$ cat src/conv_cfg_pkg.sv
package conv_cfg_pkg;

  // register byte offsets
  localparam logic [14:0] ADDR_SYNC_LOW_COUNT_LIMIT = 15'h0210;
  localparam logic [14:0] ADDR_OVERRANGE_LEVEL      = 15'h0211;
  localparam logic [14:0] ADDR_OVERRANGE_CONFIG     = 15'h0213;
  localparam logic [14:0] ADDR_INIT_STATUS          = 15'h0270;
  localparam logic [14:0] ADDR_POWER_PROFILE_2      = 15'h029a;
  localparam logic [14:0] ADDR_POWER_PROFILE_3      = 15'h029b;
  localparam logic [14:0] ADDR_POWER_PROFILE_4      = 15'h029c;

  // reset values
  localparam logic [4:0] RST_SYNC_LOW_COUNT_LIMIT = 5'h03;
  localparam logic [7:0] RST_OVERRANGE_LEVEL      = 8'hf2;
  localparam logic       RST_OVERRANGE_ENABLE     = 1'h0;
  localparam logic [2:0] RST_OVERRANGE_HOLD_EXP   = 3'h7;
  localparam logic [7:0] RST_POWER_PROFILE_2      = 8'h0f;
  localparam logic [7:0] RST_POWER_PROFILE_3      = 8'h04;
  localparam logic [7:0] RST_POWER_PROFILE_4      = 8'h1b;

  // field positions
  localparam int SYNC_LIMIT_MSB  = 4;
  localparam int OVR_ENABLE_BIT  = 3;
  localparam int OVR_HOLD_MSB    = 2;
  localparam int INIT_DONE_BIT   = 0;

  // power profile codes
  localparam logic [7:0] PP2_LOW_POWER = 8'h06;
  localparam logic [7:0] PP3_LOW_POWER = 8'h00;
  localparam logic [7:0] PP4_LOW_POWER = 8'h14;

  // over-range stretch base: 4 * 2^n sampling cycles
  localparam logic [9:0] OVR_HOLD_BASE = 10'h004;

  // initialization time and derived count
  localparam int CLK_PERIOD_NS   = 20;
  localparam int INIT_TIME_NS    = 1000;
  localparam int INIT_CYCLES_INT = (INIT_TIME_NS + CLK_PERIOD_NS - 1) / CLK_PERIOD_NS;
  localparam logic [7:0] INIT_CYCLES = INIT_CYCLES_INT[7:0];

  // serial frame layout
  localparam logic [4:0] SPI_HDR_BITS   = 5'h10;
  localparam logic [4:0] SPI_FRAME_BITS = 5'h18;

  localparam int NUM_CH = 4;

  typedef struct packed {
    logic                   valid;
    logic [NUM_CH-1:0][11:0] data;
  } sample_bus_type;

  typedef struct packed {
    logic pp2_low_power;
    logic pp3_low_power;
    logic pp4_low_power;
  } power_mode_type;

endpackage

$ cat src/sync_filter_overrange_config.sv
`timescale 1ns/1ns
// Overview of operation
// - sample sync input every link clock cycle
// - request only after limit-plus-one low samples
// - shorter low runs are error reports, ignored
// - flag channel when sample magnitude reaches 8 times level
// - flags driven only while overrange enable set
// - stretch flag to 4 times 2^hold sampling cycles
// - init status bit reads 1 after init
// - profile 2: 0x06 low power, 0x0f high
// - profile 3: 0x00 low power, 0x04 high
module sync_filter_overrange_config
  import conv_cfg_pkg::*;
(
  input  wire logic           i_clk_sys,
  input  wire logic           i_resetn,
  input  wire logic           i_spi_sclk,
  input  wire logic           i_spi_csn,
  input  wire logic           i_spi_sdi,
  output logic                o_spi_sdo,
  output logic                o_spi_sdo_oe,
  input  wire logic           i_link_tick,
  input  wire logic           i_sync_n,
  output logic                o_sync_request,
  input  wire sample_bus_type i_samples,
  output logic                o_overrange_flag_a,
  output logic                o_overrange_flag_b,
  output logic                o_overrange_flag_c,
  output logic                o_overrange_flag_d,
  output power_mode_type      o_power_mode
);

  // pin synchronisers: three stages each
  logic [2:0] sclk_s_r;
  logic [2:0] csn_s_r;
  logic [2:0] sdi_s_r;
  logic [2:0] sync_s_r;

  always_ff @(posedge i_clk_sys or negedge i_resetn) begin
    if (!i_resetn) begin
      sclk_s_r <= 3'h0;
      csn_s_r  <= 3'h7;
      sdi_s_r  <= 3'h0;
      sync_s_r <= 3'h7;
    end else begin
      sclk_s_r <= {sclk_s_r[1:0], i_spi_sclk};
      csn_s_r  <= {csn_s_r[1:0], i_spi_csn};
      sdi_s_r  <= {sdi_s_r[1:0], i_spi_sdi};
      sync_s_r <= {sync_s_r[1:0], i_sync_n};
    end
  end

  logic sclk_last_r, sclk_last_nxt;
  logic sclk_rise;
  logic sclk_fall;
  logic csn_hi;
  logic sync_lo;
  assign sclk_rise = sclk_s_r[1] & sclk_s_r[2] & ~sclk_last_r;
  assign sclk_fall = ~sclk_s_r[1] & ~sclk_s_r[2] & sclk_last_r;
  assign csn_hi    = csn_s_r[1] & csn_s_r[2];
  assign sync_lo   = ~sync_s_r[1] & ~sync_s_r[2];

  // register file and serial slave state
  logic [23:0] shift_r, shift_nxt;
  logic [4:0]  bit_cnt_r, bit_cnt_nxt;
  logic [7:0]  out_r, out_nxt;
  logic        is_read_r, is_read_nxt;
  logic        sdo_r, sdo_nxt;
  logic        sdo_oe_r, sdo_oe_nxt;
  logic [4:0]  sync_limit_r, sync_limit_nxt;
  logic [7:0]  ovr_level_r, ovr_level_nxt;
  logic        ovr_enable_r, ovr_enable_nxt;
  logic [2:0]  ovr_hold_r, ovr_hold_nxt;
  logic [7:0]  pp2_r, pp2_nxt;
  logic [7:0]  pp3_r, pp3_nxt;
  logic [7:0]  pp4_r, pp4_nxt;
  logic [7:0]  init_cnt_r, init_cnt_nxt;
  logic        init_done_r, init_done_nxt;
  logic [5:0]  low_cnt_r, low_cnt_nxt;
  logic        sync_req_r, sync_req_nxt;
  power_mode_type pmode_r, pmode_nxt;

  function automatic logic [7:0] read_mux(input logic [14:0] addr);
    logic [7:0] v;
    v = 8'h00;
    case (addr)
      ADDR_SYNC_LOW_COUNT_LIMIT: v[SYNC_LIMIT_MSB:0] = sync_limit_r;
      ADDR_OVERRANGE_LEVEL:      v = ovr_level_r;
      ADDR_OVERRANGE_CONFIG: begin
        v[OVR_ENABLE_BIT]   = ovr_enable_r;
        v[OVR_HOLD_MSB:0]   = ovr_hold_r;
      end
      ADDR_INIT_STATUS:          v[INIT_DONE_BIT] = init_done_r;
      ADDR_POWER_PROFILE_2:      v = pp2_r;
      ADDR_POWER_PROFILE_3:      v = pp3_r;
      ADDR_POWER_PROFILE_4:      v = pp4_r;
      default:                   v = 8'h00;
    endcase
    return v;
  endfunction

  always_comb begin
    sclk_last_nxt  = sclk_s_r[2];
    shift_nxt      = shift_r;
    bit_cnt_nxt    = bit_cnt_r;
    out_nxt        = out_r;
    is_read_nxt    = is_read_r;
    sdo_nxt        = sdo_r;
    sdo_oe_nxt     = sdo_oe_r;
    sync_limit_nxt = sync_limit_r;
    ovr_level_nxt  = ovr_level_r;
    ovr_enable_nxt = ovr_enable_r;
    ovr_hold_nxt   = ovr_hold_r;
    pp2_nxt        = pp2_r;
    pp3_nxt        = pp3_r;
    pp4_nxt        = pp4_r;

    // serial slave: 1 rw bit, 15 address bits, 8 data bits
    if (csn_hi) begin
      bit_cnt_nxt = 5'h00;
      sdo_oe_nxt  = 1'b0;
      is_read_nxt = 1'b0;
    end else if (sclk_rise && bit_cnt_r != SPI_FRAME_BITS) begin
      shift_nxt   = {shift_r[22:0], sdi_s_r[2]};
      bit_cnt_nxt = bit_cnt_r + 5'h01;
      if (bit_cnt_nxt == SPI_HDR_BITS && shift_nxt[15]) begin
        is_read_nxt = 1'b1;
        out_nxt     = read_mux(shift_nxt[14:0]);
      end
      if (bit_cnt_nxt == SPI_FRAME_BITS && !shift_nxt[23]) begin
        // reserved bits are not stored and read back zero
        case (shift_nxt[22:8])
          ADDR_SYNC_LOW_COUNT_LIMIT: sync_limit_nxt = shift_nxt[SYNC_LIMIT_MSB:0];
          ADDR_OVERRANGE_LEVEL:      ovr_level_nxt = shift_nxt[7:0];
          ADDR_OVERRANGE_CONFIG: begin
            ovr_enable_nxt = shift_nxt[OVR_ENABLE_BIT];
            ovr_hold_nxt   = shift_nxt[OVR_HOLD_MSB:0];
          end
          ADDR_POWER_PROFILE_2:      pp2_nxt = shift_nxt[7:0];
          ADDR_POWER_PROFILE_3:      pp3_nxt = shift_nxt[7:0];
          ADDR_POWER_PROFILE_4:      pp4_nxt = shift_nxt[7:0];
          default:                   pp2_nxt = pp2_r;
        endcase
      end
    end else if (sclk_fall && is_read_r) begin
      sdo_oe_nxt = 1'b1;
      sdo_nxt    = out_r[7];
      out_nxt    = {out_r[6:0], 1'b0};
    end
  end

  always_ff @(posedge i_clk_sys or negedge i_resetn) begin
    if (!i_resetn) begin
      sclk_last_r  <= 1'b0;
      shift_r      <= 24'h000000;
      bit_cnt_r    <= 5'h00;
      out_r        <= 8'h00;
      is_read_r    <= 1'b0;
      sdo_r        <= 1'b0;
      sdo_oe_r     <= 1'b0;
      sync_limit_r <= RST_SYNC_LOW_COUNT_LIMIT;
      ovr_level_r  <= RST_OVERRANGE_LEVEL;
      ovr_enable_r <= RST_OVERRANGE_ENABLE;
      ovr_hold_r   <= RST_OVERRANGE_HOLD_EXP;
      pp2_r        <= RST_POWER_PROFILE_2;
      pp3_r        <= RST_POWER_PROFILE_3;
      pp4_r        <= RST_POWER_PROFILE_4;
    end else begin
      sclk_last_r  <= sclk_last_nxt;
      shift_r      <= shift_nxt;
      bit_cnt_r    <= bit_cnt_nxt;
      out_r        <= out_nxt;
      is_read_r    <= is_read_nxt;
      sdo_r        <= sdo_nxt;
      sdo_oe_r     <= sdo_oe_nxt;
      sync_limit_r <= sync_limit_nxt;
      ovr_level_r  <= ovr_level_nxt;
      ovr_enable_r <= ovr_enable_nxt;
      ovr_hold_r   <= ovr_hold_nxt;
      pp2_r        <= pp2_nxt;
      pp3_r        <= pp3_nxt;
      pp4_r        <= pp4_nxt;
    end
  end

  // initialization sequencer: status stays low until the counter runs out
  always_comb begin
    init_cnt_nxt  = init_cnt_r;
    init_done_nxt = init_done_r;
    if (init_cnt_r != INIT_CYCLES) begin
      init_cnt_nxt = init_cnt_r + 8'h01;
    end else begin
      init_done_nxt = 1'b1;
    end
  end

  always_ff @(posedge i_clk_sys or negedge i_resetn) begin
    if (!i_resetn) begin
      init_cnt_r  <= 8'h00;
      init_done_r <= 1'b0;
    end else begin
      init_cnt_r  <= init_cnt_nxt;
      init_done_r <= init_done_nxt;
    end
  end

  // sync filter on link clock samples
  always_comb begin
    low_cnt_nxt  = low_cnt_r;
    sync_req_nxt = sync_req_r;
    if (i_link_tick) begin
      if (sync_lo) begin
        // count saturates so a long low run keeps the request up
        if (low_cnt_r != 6'h3f) begin
          low_cnt_nxt = low_cnt_r + 6'h01;
        end
        sync_req_nxt = (low_cnt_nxt > {1'b0, sync_limit_r});
      end else begin
        // a short run only clears the count; nothing is raised
        low_cnt_nxt  = 6'h00;
        sync_req_nxt = 1'b0;
      end
    end
  end

  always_ff @(posedge i_clk_sys or negedge i_resetn) begin
    if (!i_resetn) begin
      low_cnt_r  <= 6'h00;
      sync_req_r <= 1'b0;
    end else begin
      low_cnt_r  <= low_cnt_nxt;
      sync_req_r <= sync_req_nxt;
    end
  end

  // power mode decode: reset codes select high performance
  always_comb begin
    pmode_nxt.pp2_low_power = (pp2_r == PP2_LOW_POWER);
    pmode_nxt.pp3_low_power = (pp3_r == PP3_LOW_POWER);
    pmode_nxt.pp4_low_power = (pp4_r == PP4_LOW_POWER);
  end

  always_ff @(posedge i_clk_sys or negedge i_resetn) begin
    if (!i_resetn) begin
      pmode_r <= '0;
    end else begin
      pmode_r <= pmode_nxt;
    end
  end

  // over-range detection per channel
  logic [NUM_CH-1:0] flag_r;

  for (genvar ch = 0; ch < NUM_CH; ch++) begin : g_ovr
    logic [11:0] mag;
    logic        hit;
    logic [9:0]  hold_r, hold_nxt;
    logic        fl_nxt;

    always_comb begin
      mag      = i_samples.data[ch][11] ? 12'(-i_samples.data[ch]) : i_samples.data[ch];
      hit      = i_samples.valid && (mag >= {1'b0, ovr_level_r, 3'h0});
      hold_nxt = hold_r;
      if (hit) begin
        hold_nxt = 10'(OVR_HOLD_BASE << ovr_hold_r);
      end else if (i_samples.valid && hold_r != 10'h000) begin
        hold_nxt = hold_r - 10'h001;
      end
      fl_nxt = ovr_enable_r && (hold_nxt != 10'h000);
    end

    always_ff @(posedge i_clk_sys or negedge i_resetn) begin
      if (!i_resetn) begin
        hold_r     <= 10'h000;
        flag_r[ch] <= 1'b0;
      end else begin
        hold_r     <= hold_nxt;
        flag_r[ch] <= fl_nxt;
      end
    end
  end

  assign o_overrange_flag_a = flag_r[0];
  assign o_overrange_flag_b = flag_r[1];
  assign o_overrange_flag_c = flag_r[2];
  assign o_overrange_flag_d = flag_r[3];
  assign o_sync_request     = sync_req_r;
  assign o_spi_sdo          = sdo_r;
  assign o_spi_sdo_oe       = sdo_oe_r;
  assign o_power_mode       = pmode_r;

endmodule

$ cat config.mk
export PLATFORM = sky130hd
export DESIGN_NAME = sync_filter_overrange_config
export DESIGN_NICKNAME = d
export VERILOG_FILES = /design/src/conv_cfg_pkg.sv /design/src/sync_filter_overrange_config.sv
export SDC_FILE = /design/constraint.sdc
export NUM_CORES = 1
export LEC_CHECK = 0
export ABC_AREA = 1
export ABC_CLOCK_PERIOD_IN_PS = 4210
export BUFFER_PORTS_ARGS = -buffer_cell sky130_fd_sc_hd__buf_2
export CORE_MARGIN = 1
export CORE_UTILIZATION = 55
export CTS_BUF_LIST = sky130_fd_sc_hd__clkbuf_8 sky130_fd_sc_hd__clkbuf_16
export CTS_CLUSTER_DIAMETER = 120
export DETAILED_ROUTE_END_ITERATION = 6
export GPL_TIMING_DRIVEN = 0
export PLACE_DENSITY = 0.74
export SLEW_MARGIN = 0
export SYNTH_ARGS = -nofsm -noshare
export SYNTH_HDL_FRONTEND = slang
export SYNTH_SLANG_ARGS = --single-unit
export TNS_END_PERCENT = 50
$ cat constraint.sdc
create_clock -name i_clk_sys -period 4.21 [get_ports i_clk_sys]
set_input_delay 0.6315 -clock i_clk_sys [delete_from_list [all_inputs] [get_ports i_clk_sys]]
set_output_delay 0.6315 -clock i_clk_sys [all_outputs]
set_load 0.1 [all_outputs]
==> results of run 1 <==
power groups by stage:
stage	combinational [uW]	sequential, uW	clock [uW]
global route	1090	1750	1560
floorplan	690	1740	0
finish	933	1730	1480
detailed placement	928	1760	0
global placement	906	1750	0
CTS	936	1730	1500
metal layers:
metal	GRT usage (%)	vias up	share of wire, %
met2	42.5	221	47
met5	0	-	0
met1	33.0	3924	46
met4	8.86	0	2.3
met3	4.76	41	4.8
li1	-	4297	-
logic make-up (layout without fill, tap and decap cells):
kind of cell / after synthesis / in the layout / synth area share, %
compound gates: 194 / 194 / 10.9
simple gates: 584 / 584 / 26.0
mux: 1 / 1 / 0.104
fa+ha+maj: 49 / 49 / 6.37
xor+xnor: 71 / 71 / 6.46
buf+inv: 233 / 329 / 9.34
flops: 156 / 156 / 40.9
worst register-to-register path, delay by kind of cell, from the launching register on:
family | cells | cell delay [ps]
AOI/OAI and AO/OA | 1 | 180
buffers and inverters | 2 | 350
adders and majority gates | 1 | 340
DFF | 1 | 530
and+or+nand+nor | 12 | 1110
state kept, by name, summed over array words and instances, names as in the netlist, 5 cells and up:
register / cells
g_ovr.hold_r: 40
pp4_r: 8
pp2_r: 8
pp3_r: 8
shift_r: 23
low_cnt_r: 6
out_r: 8
init_cnt_r: 8
ovr_level_r: 8
bit_cnt_r: 5
sync_limit_r: 5
area by class of cell:
type,count,area (um^2)
inverters,211,792
multi-input cells,899,4790
plain buffers,22,106
clock buffers,17,425
well taps,220,275
fillers,1494,6010
flip-flops and latches,156,3940
repair buffers,64,349
clock inverters,15,138
how the worst max path moves through the flow:
stage / startpoint / depth (start not counted) / end / slack (ps)
3_3_place_gp: i_resetn / 1 / g_ovr[3].hold_r[0]$_DFF_PN0_ / 240
4_1_cts: i_samples[1] / 25 / o_overrange_flag_a$_DFF_PN0_ / 1040
6_report: i_samples[1] / 25 / o_overrange_flag_a$_DFF_PN0_ / 1050
3_5_place_dp: i_samples[1] / 25 / o_overrange_flag_a$_DFF_PN0_ / 590
2_1_floorplan: i_samples[1] / 24 / o_overrange_flag_a$_DFF_PN0_ / 1260
5_1_grt: i_samples[1] / 25 / o_overrange_flag_a$_DFF_PN0_ / 670
metrics by stage:
| stage | total power, uW | area (um^2) |
|---|---|---|
| after floorplan | 2430 | 9620 |
| after CTS | 4170 | 10800 |
| after global placement | 2660 | 10200 |
| after global routing | 4390 | 10800 |
| final | 4150 | 10800 |
| after detailed placement | 2690 | 10200 |
cell usage after synthesis, types with 2 or more instances:
cell type | n | area share, %
xor2_1 | 52 | 4.7
buf_1 | 2 | 0.078
dfstp_2 | 25 | 6.8
nor2_2 | 2 | 0.13
nor4_1 | 6 | 0.39
ha_1 | 49 | 6.4
o31ai_1 | 7 | 0.55
nand3_1 | 85 | 4.4
a31oi_1 | 3 | 0.20
clkbuf_1 | 10 | 0.39
nand2_1 | 298 | 12
nand4_1 | 20 | 1.3
a21oi_1 | 31 | 1.6
inv_2 | 3 | 0.12
nor3_1 | 27 | 1.4
o21ai_0 | 125 | 6.5
a22oi_1 | 5 | 0.39
o22ai_1 | 9 | 0.59
o2111ai_1 | 2 | 0.18
nand2_4 | 2 | 0.23
or2_2 | 2 | 0.13
nor2_1 | 128 | 5.0
xnor2_1 | 19 | 1.7
a21o_1 | 4 | 0.31
o211ai_1 | 2 | 0.16
o21ai_1 | 4 | 0.21
buf_4 | 2 | 0.16
nor3b_1 | 3 | 0.23
dfrtp_1 | 131 | 34
nand2_2 | 4 | 0.26
inv_1 | 208 | 8.1
buf_2 | 7 | 0.36
==> metrics.md, run 1 <==
| Metric | Value |
|---|---|
| Worst EP arrival | 3470 ps |
| Sink Count | 156 |
| R2R depth | 16 |
| Cells after synthesis | 1288 |
| Sequential share of power | roughly two fifths |
| Syn Std Cell Area | just under 0.01 mm^2 |
| TNS Setup | 0 ps |
| GP Congestion | 0.925 |
| Area Overhead vs Synth | 12.3% |
| Synth Flop Type | dfrtp_1 |
| Net Switching | ~1400 uW |
| Hold Vio Cnt, Final | 0 |
| Synth unique cells | 43 |
| Pint | 2790 uW |
| Number of H-tree levels | 4 |
| Routed length per placed instance | 13.6 um |
| Setup slack, reg-to-reg | 1590 ps |
| Clock root cell | clkbuf_16 |
| R2r startpoint | ovr_level_r[4]$_DFFE_PN1P_ |
| Setup CP Type | in -> reg |
| Setup Skew | 7.76 ps |
| Die H | between 100 and 150 um |
| Total CTS buffers | 17 |
| Max Transition Viols Final | 0 |
| Top Ports | 66 |
| Detailed Place HPWL | 16200 um |
| Mean Syn Cell Area | 7.47 um^2 |
| Residual DRC | 0 |
| Max IR drop VDD | 0.296 mV |
| Net Sw Frac | 32.8% |
| Cts hold-fix bufs | 0 |
| Largest stage delay on the critical path | 270 ps |
| Placed cells | 1572 |
| Clock-pin slew on the worst setup and hold paths | 70 ps |
| Post-CTS Resized | 0 |
| Vias per inst | 5.29 |
| Pleak | 0.00535 uW |
| Commonest non-fill, non-tap cell in the layout | nand2_1 |
| Slew headroom | between 40 and 50% |
| WP buf/inv | 4 |
| Period utilisation layout | 75.0% |
| Asr flop ratio synth | 100% |
| Total gr overflow | 0 |
| Share of cells above drive strength 1 | 10.7% |
| Yosys reg bits | between 150 and 200 |
| Pre-CTS setup slack | ~590 ps |
| Combinational share of power | between 20% and 30% |
| Most frequent cells in the layout | nand2_1 (298), inv_1 (209), dfrtp_1 (131) |
| Largest net degree at the start of global routing | 99 |
| Post-CTS setup buffer count | 0 |
| CTS tree | built |
| Status | finished, final reports clean |
| Vias | 8483 |
| Worst-margin pin slew | 870 ps |
| Worst Path Max Fanout | 10 |
| Post-layout util | 64.3% |
| Rows | 47 |
| PwrDens | 384 mW/mm^2 |
| Worst EP required | 4520 ps |
| Yosys warns | 0 |
| Worst min path class | in -> async |
| Die Area | about 0.018 mm^2 |
| Vias in the first global route | 7987 |
| Clock latency at the later pin of the worst-skew pair | 430 ps |
| Post-route ant nets | 0 |
| Final Setup Violations | 0 |
| Fin nets | 1476 |
| Startpoint class of the critical path | primary input |
| RSZ-0062 raised after global routing | no |
| Maximum clock rate | 317 MHz |
| Non-Filler Instances | 1604 |
| Tmin final | 3160 ps |
| CP max stage cell | ha_1 |
| Antenna fix cells | 0 |
| Initial antenna violation count | 0 |
| First-pass detailed-route iteration total | 5 |
| Die X | 134 um |
| Buffers on Ports | 63 |
| PnR worst setup slack | 1050 ps |
| MaxCap Viol Count | 0 |
| CTS max path bufs | 2 |
| Fin Hold WS | approximately 160 ps |
| Post-synth EDFFs | 0 |
| Core footprint | 0.0168 mm^2 |
| DRT iter0 DRCs | 479 |
| Total GRT Usage | 25.4% |
| Reg2reg end | o_overrange_flag_b$_DFF_PN0_ |
| Sequential share of the synthesized area | about two fifths |
| Syn Nets | 1393 |
| Clock power frac | 35.7% |
| First-pass GRT wire length | 36500 um |
| Top delay family on crit path | simple AND/OR/NAND/NOR gates |
| Overall routed net length | 21800 um |
| Starting Density | 57.2% |
| Crit path top cell by count | nand2_1 |
| Critical Path Sink Type | flip-flop |
No activity file was read; power rests on OpenSTA's default activity.
==> run 2, diff against run 1 <==
--- a/config.mk
+++ b/config.mk
@@ -5,8 +5,8 @@
 export SDC_FILE = /design/constraint.sdc
 export NUM_CORES = 1
 export LEC_CHECK = 0
-export ABC_AREA = 1
-export ABC_CLOCK_PERIOD_IN_PS = 4210
+export ABC_AREA = 0
+export ABC_CLOCK_PERIOD_IN_PS = 2700
 export BUFFER_PORTS_ARGS = -buffer_cell sky130_fd_sc_hd__buf_2
 export CORE_MARGIN = 1
 export CORE_UTILIZATION = 55
@@ -14,7 +14,7 @@
 export CTS_CLUSTER_DIAMETER = 120
 export DETAILED_ROUTE_END_ITERATION = 6
 export GPL_TIMING_DRIVEN = 0
-export PLACE_DENSITY = 0.74
+export PLACE_DENSITY = 0.76
 export SLEW_MARGIN = 0
 export SYNTH_ARGS = -nofsm -noshare
 export SYNTH_HDL_FRONTEND = slang
==> constraint.sdc (replaced) <==
create_clock -name i_clk_sys -period 2.7 [get_ports i_clk_sys]
set_input_delay 0.405 -clock i_clk_sys [delete_from_list [all_inputs] [get_ports i_clk_sys]]
set_output_delay 0.405 -clock i_clk_sys [all_outputs]
set_load 0.1 [all_outputs]
==> metrics.md, run 2 <==
| Metric | Value |
|---|---|
| Most frequent cells in the layout | dfrtp_1 (130), nand2_1 (76), mux2_2 (69) (was nand2_1 (298), inv_1 (209), dfrtp_1 (131)) |
| Setup slack, reg-to-reg | 110 ps (was 1590 ps) |
| Tmin final | 2840 ps |
| Slew headroom | 31.9% (was 41.5%) |
| R2r startpoint | low_cnt_r[0]$_DFFE_PN0P_ (was ovr_level_r[4]$_DFFE_PN1P_) |
| Initial antenna violation count | 0 (unchanged) |
| PwrDens | 715 mW/mm^2 (was 384 mW/mm^2) |
| Overall routed net length | 22100 um (was 21800 um) |
| Number of H-tree levels | 4 (unchanged) |
| Fin Hold WS | 53.4 ps (was 162 ps) |
| Antenna fix cells | 0 (unchanged) |
| Largest net degree at the start of global routing | 96 (was 99) |
| Starting Density | 56.1% (was 57.2%) |
| Worst Path Max Fanout | 10 (unchanged) |
| Post-route ant nets | 0 (unchanged) |
| CP max stage cell | or4_4 (was ha_1) |
| Pre-CTS setup slack | -785 ps (was 595 ps) |
| Worst EP required | 3050 ps (was 4520 ps) |
| Yosys reg bits | 156 (unchanged) |
| Residual DRC | 0 (unchanged) |
| Placed cell area | 0.0103 mm^2 (was 0.0102 mm^2) |
| Fin nets | 1165 (was 1476) |
| Crit-path cells | buf_6 -> or4_4 -> or4_4 -> o31ai_4 -> xnor2_1 -> ha_1 -> a21o_1 -> a21oi_2 -> o41ai_2 -> a22oi_2 -> buf_6 -> mux2i_1 |
| First-pass GRT wire length | 35800 um (was 36500 um) |
| Final Setup Violations | 28 (was 0) |
| Most frequent cell after synthesis | dfrtp_1 (was nand2_1) |
| Most frequent cells after synthesis | dfrtp_1 (131), nand2_1 (77), mux2_2 (70) (was nand2_1 (298), inv_1 (208), dfrtp_1 (131)) |
| Syn Std Cell Area | 0.00964 mm^2 (was 0.00962 mm^2) |
| Rows | 48 (was 47) |
| Clock latency at the later pin of the worst-skew pair | 440 ps (was 430 ps) |
| Max Transition Viols Final | 0 (unchanged) |
| Area contributors post-synth | dfrtp_1 (34%), mux2_2 (8.2%), dfstp_2 (6.8%) (was dfrtp_1 (34%), nand2_1 (12%), inv_1 (8.1%)) |
| Cells after synthesis | 962 (was 1288) |
| Yosys warns | 0 (unchanged) |
| Largest register by flop count | g_ovr.hold_r (unchanged) |
| Design area | 0.0113 mm^2 (was 0.0108 mm^2) |
| Total gr overflow | 0 (unchanged) |
| First-pass detailed-route iteration total | 5 (unchanged) |
| Cell taking the most area after synthesis | dfrtp_1 (unchanged) |
| Core footprint | 0.0172 mm^2 (was 0.0168 mm^2) |
| Sequential share of the synthesized area | 40.8% (was 40.9%) |
| Pleak | 0.00507 uW (was 0.00535 uW) |
| Failing checks | setup timing |
| Die X | 134 um (about the same) |
| Reg2reg end | o_sync_request$_DFFE_PN0P_ (was o_overrange_flag_b$_DFF_PN0_) |
| GP Congestion | 0.893 (was 0.925) |
| Post-synth EDFFs | 0 (unchanged) |
| Commonest non-fill, non-tap cell in the layout | dfrtp_1 (was nand2_1) |
| Vias in the first global route | 7260 (was 7987) |
| Vias | 7660 (was 8483) |
| Hold Vio Cnt, Final | 0 (unchanged) |
| Status | finished with violations (was finished, final reports clean) |
| Startpoint class of the critical path | primary input (unchanged) |
| Share of cells above drive strength 1 | 25.5% (was 10.7%) |
| MaxCap Viol Count | 0 (unchanged) |
| PnR worst setup slack | -144 ps (was 1050 ps) |
| Worst min path class | in -> async (unchanged) |
| Max IR drop VDD | 0.526 mV (was 0.296 mV) |
| Maximum clock rate | 352 MHz |
| R2R depth | 11 (was 16) |
| DRT iter0 DRCs | 491 (was 479) |
| Mean Syn Cell Area | 10.0 um^2 (was 7.47 um^2) |
| Vias per inst | 5.90 (was 5.29) |
| Syn Nets | 1067 (was 1393) |
| Clock-pin slew on the worst setup and hold paths | 70 ps (about the same) |
| Worst EP arrival | 3200 ps (was 3470 ps) |
| Die Area | 0.0181 mm^2 (was 0.0180 mm^2) |
| Period utilisation layout | 105% |
| RSZ-0062 raised after global routing | yes (was no) |
| Asr flop ratio synth | 100% (unchanged) |
| Largest stage delay on the critical path | 520 ps (was 270 ps) |
| Top flop regs | g_ovr.hold_r: 40 flops, shift_r: 23 flops (unchanged) |
| Die H | 134 um (about the same) |
| Cts hold-fix bufs | 0 (unchanged) |
| Post-synth top area share | 34.0% (was 34.1%) |
| Max reg flops | 40 (unchanged) |
| Clock root cell | clkbuf_16 (unchanged) |
| Total CTS buffers | 17 (unchanged) |
| CTS max path bufs | 2 (unchanged) |
| CTS tree | built (unchanged) |
| Buffers on Ports | 61 (was 63) |
| Worst-margin pin slew | 996 ps (was 870 ps) |
| Critical Path Sink Type | flip-flop (unchanged) |
| Synth Flop Type | dfrtp_1 (unchanged) |
| Top Ports | 66 (unchanged) |
| Detailed Place HPWL | 15200 um (was 16200 um) |
| Setup Skew | 8.48 ps (was 7.76 ps) |
| Sink Count | 156 (unchanged) |
| Total GRT Usage | 25.3% (was 25.4%) |
| Area Overhead vs Synth | 17.0% (was 12.3%) |
| Setup CP Type | in -> reg (unchanged) |
| Synth unique cells | 76 (was 43) |
| Routed length per placed instance | 17.0 um (was 13.6 um) |
==> run 2: cell count changes after synthesis, moves of 41 or more <==
cell	previous run	this run
nor2_1	128	53
mux2_2	0	70
inv_1	208	44
mux2i_1	1	42
nand3_1	85	33
o21ai_0	125	34
nand2_1	298	77
==> run 2: how the worst max path moves through the flow <==
stage / start / endpoint / slack (ps) / cells past startpoint
after CTS: i_samples[1] / g_ovr[0].hold_r[5]$_DFF_PN0_ / -170 / 13
after global placement: i_resetn / sclk_s_r[0]$_DFF_PN0_ / -1080 / 1
after global routing: i_samples[1] / g_ovr[0].hold_r[2]$_DFF_PN0_ / -260 / 12
after floorplan: i_samples[15] / g_ovr[1].hold_r[5]$_DFF_PN0_ / -380 / 10
after detailed placement: i_samples[39] / g_ovr[3].hold_r[8]$_DFF_PN0_ / -790 / 13
final: i_samples[15] / g_ovr[1].hold_r[9]$_DFF_PN0_ / -140 / 12
==> run 2: what timing repair did <==
action / in CTS / in global routing
setup endpoints to repair: 34 / 54
pin swaps: 9 / 13
resized for setup: 23 / 21
buffers inserted: 8 / 8
cloned: 2 / 0
==> run 2: per-stage QoR <==
step	cells	utilization, %	total power, uW	TNS, ps
2_1_floorplan	962	-	4830	-8100
3_3_place_gp	1248	60.0	5350	-168370
3_5_place_dp	1249	60.2	5410	-25670
4_1_cts	1291	64.8	8010	-2570
5_1_grt	1298	65.6	8520	-6960
6_report	1298	65.6	8060	-2700
==> run 2: where the power goes <==
| part | leakage, uW | internal (uW) | total, uW | switching (uW) |
|---|---|---|---|---|
| combinational | 0.00275 | 1120 | 2620 | 1500 |
| clock | 0.000308 | 1450 | 2530 | 1080 |
| sequential | 0.00201 | 2620 | 2910 | 287 |
| total | 0.00507 | 5200 | 8060 | 2860 |
==> run 2: logic make-up (layout without fill, tap and decap cells) <==
group / Yosys count / count (layout) / share of synthesized area (%)
simple gates: 315 / 315 / 18.0
flops: 156 / 156 / 40.8
mux: 114 / 114 / 12.8
compound gates: 175 / 175 / 12.3
buf+inv: 86 / 197 / 3.60
fa+ha+maj: 49 / 49 / 6.36
xor+xnor: 67 / 67 / 6.09
==> run 2: cell type report <==
type / count / area (um^2)
Fill cell: 1361 / 5900
Buffer: 42 / 203
Clock inverter: 13 / 171
Tap cell: 225 / 282
Clock buffer: 19 / 453
Multi-Input combinational cell: 720 / 5550
Inverter: 44 / 165
Timing Repair Buffer: 79 / 513
Sequential cell: 156 / 3940
==> run 2: critical path, delay by kind of cell <==
family          cells  cell delay [ps]
simple gates        2              990
compound gates      5              880
buf+inv             2              290
fa+ha+maj           1              270
mux                 1              190
xor+xnor            1              160
==> run 2: routing by layer <==
layer / vias up / track usage, % / part of all wire (%)
met1: 3689 / 34.3 / 46
met4: 0 / 9.99 / 2.4
met2: 224 / 40.4 / 46
li1: 3705 / - / -
met3: 42 / 4.31 / 4.9
met5: - / 0 / 0
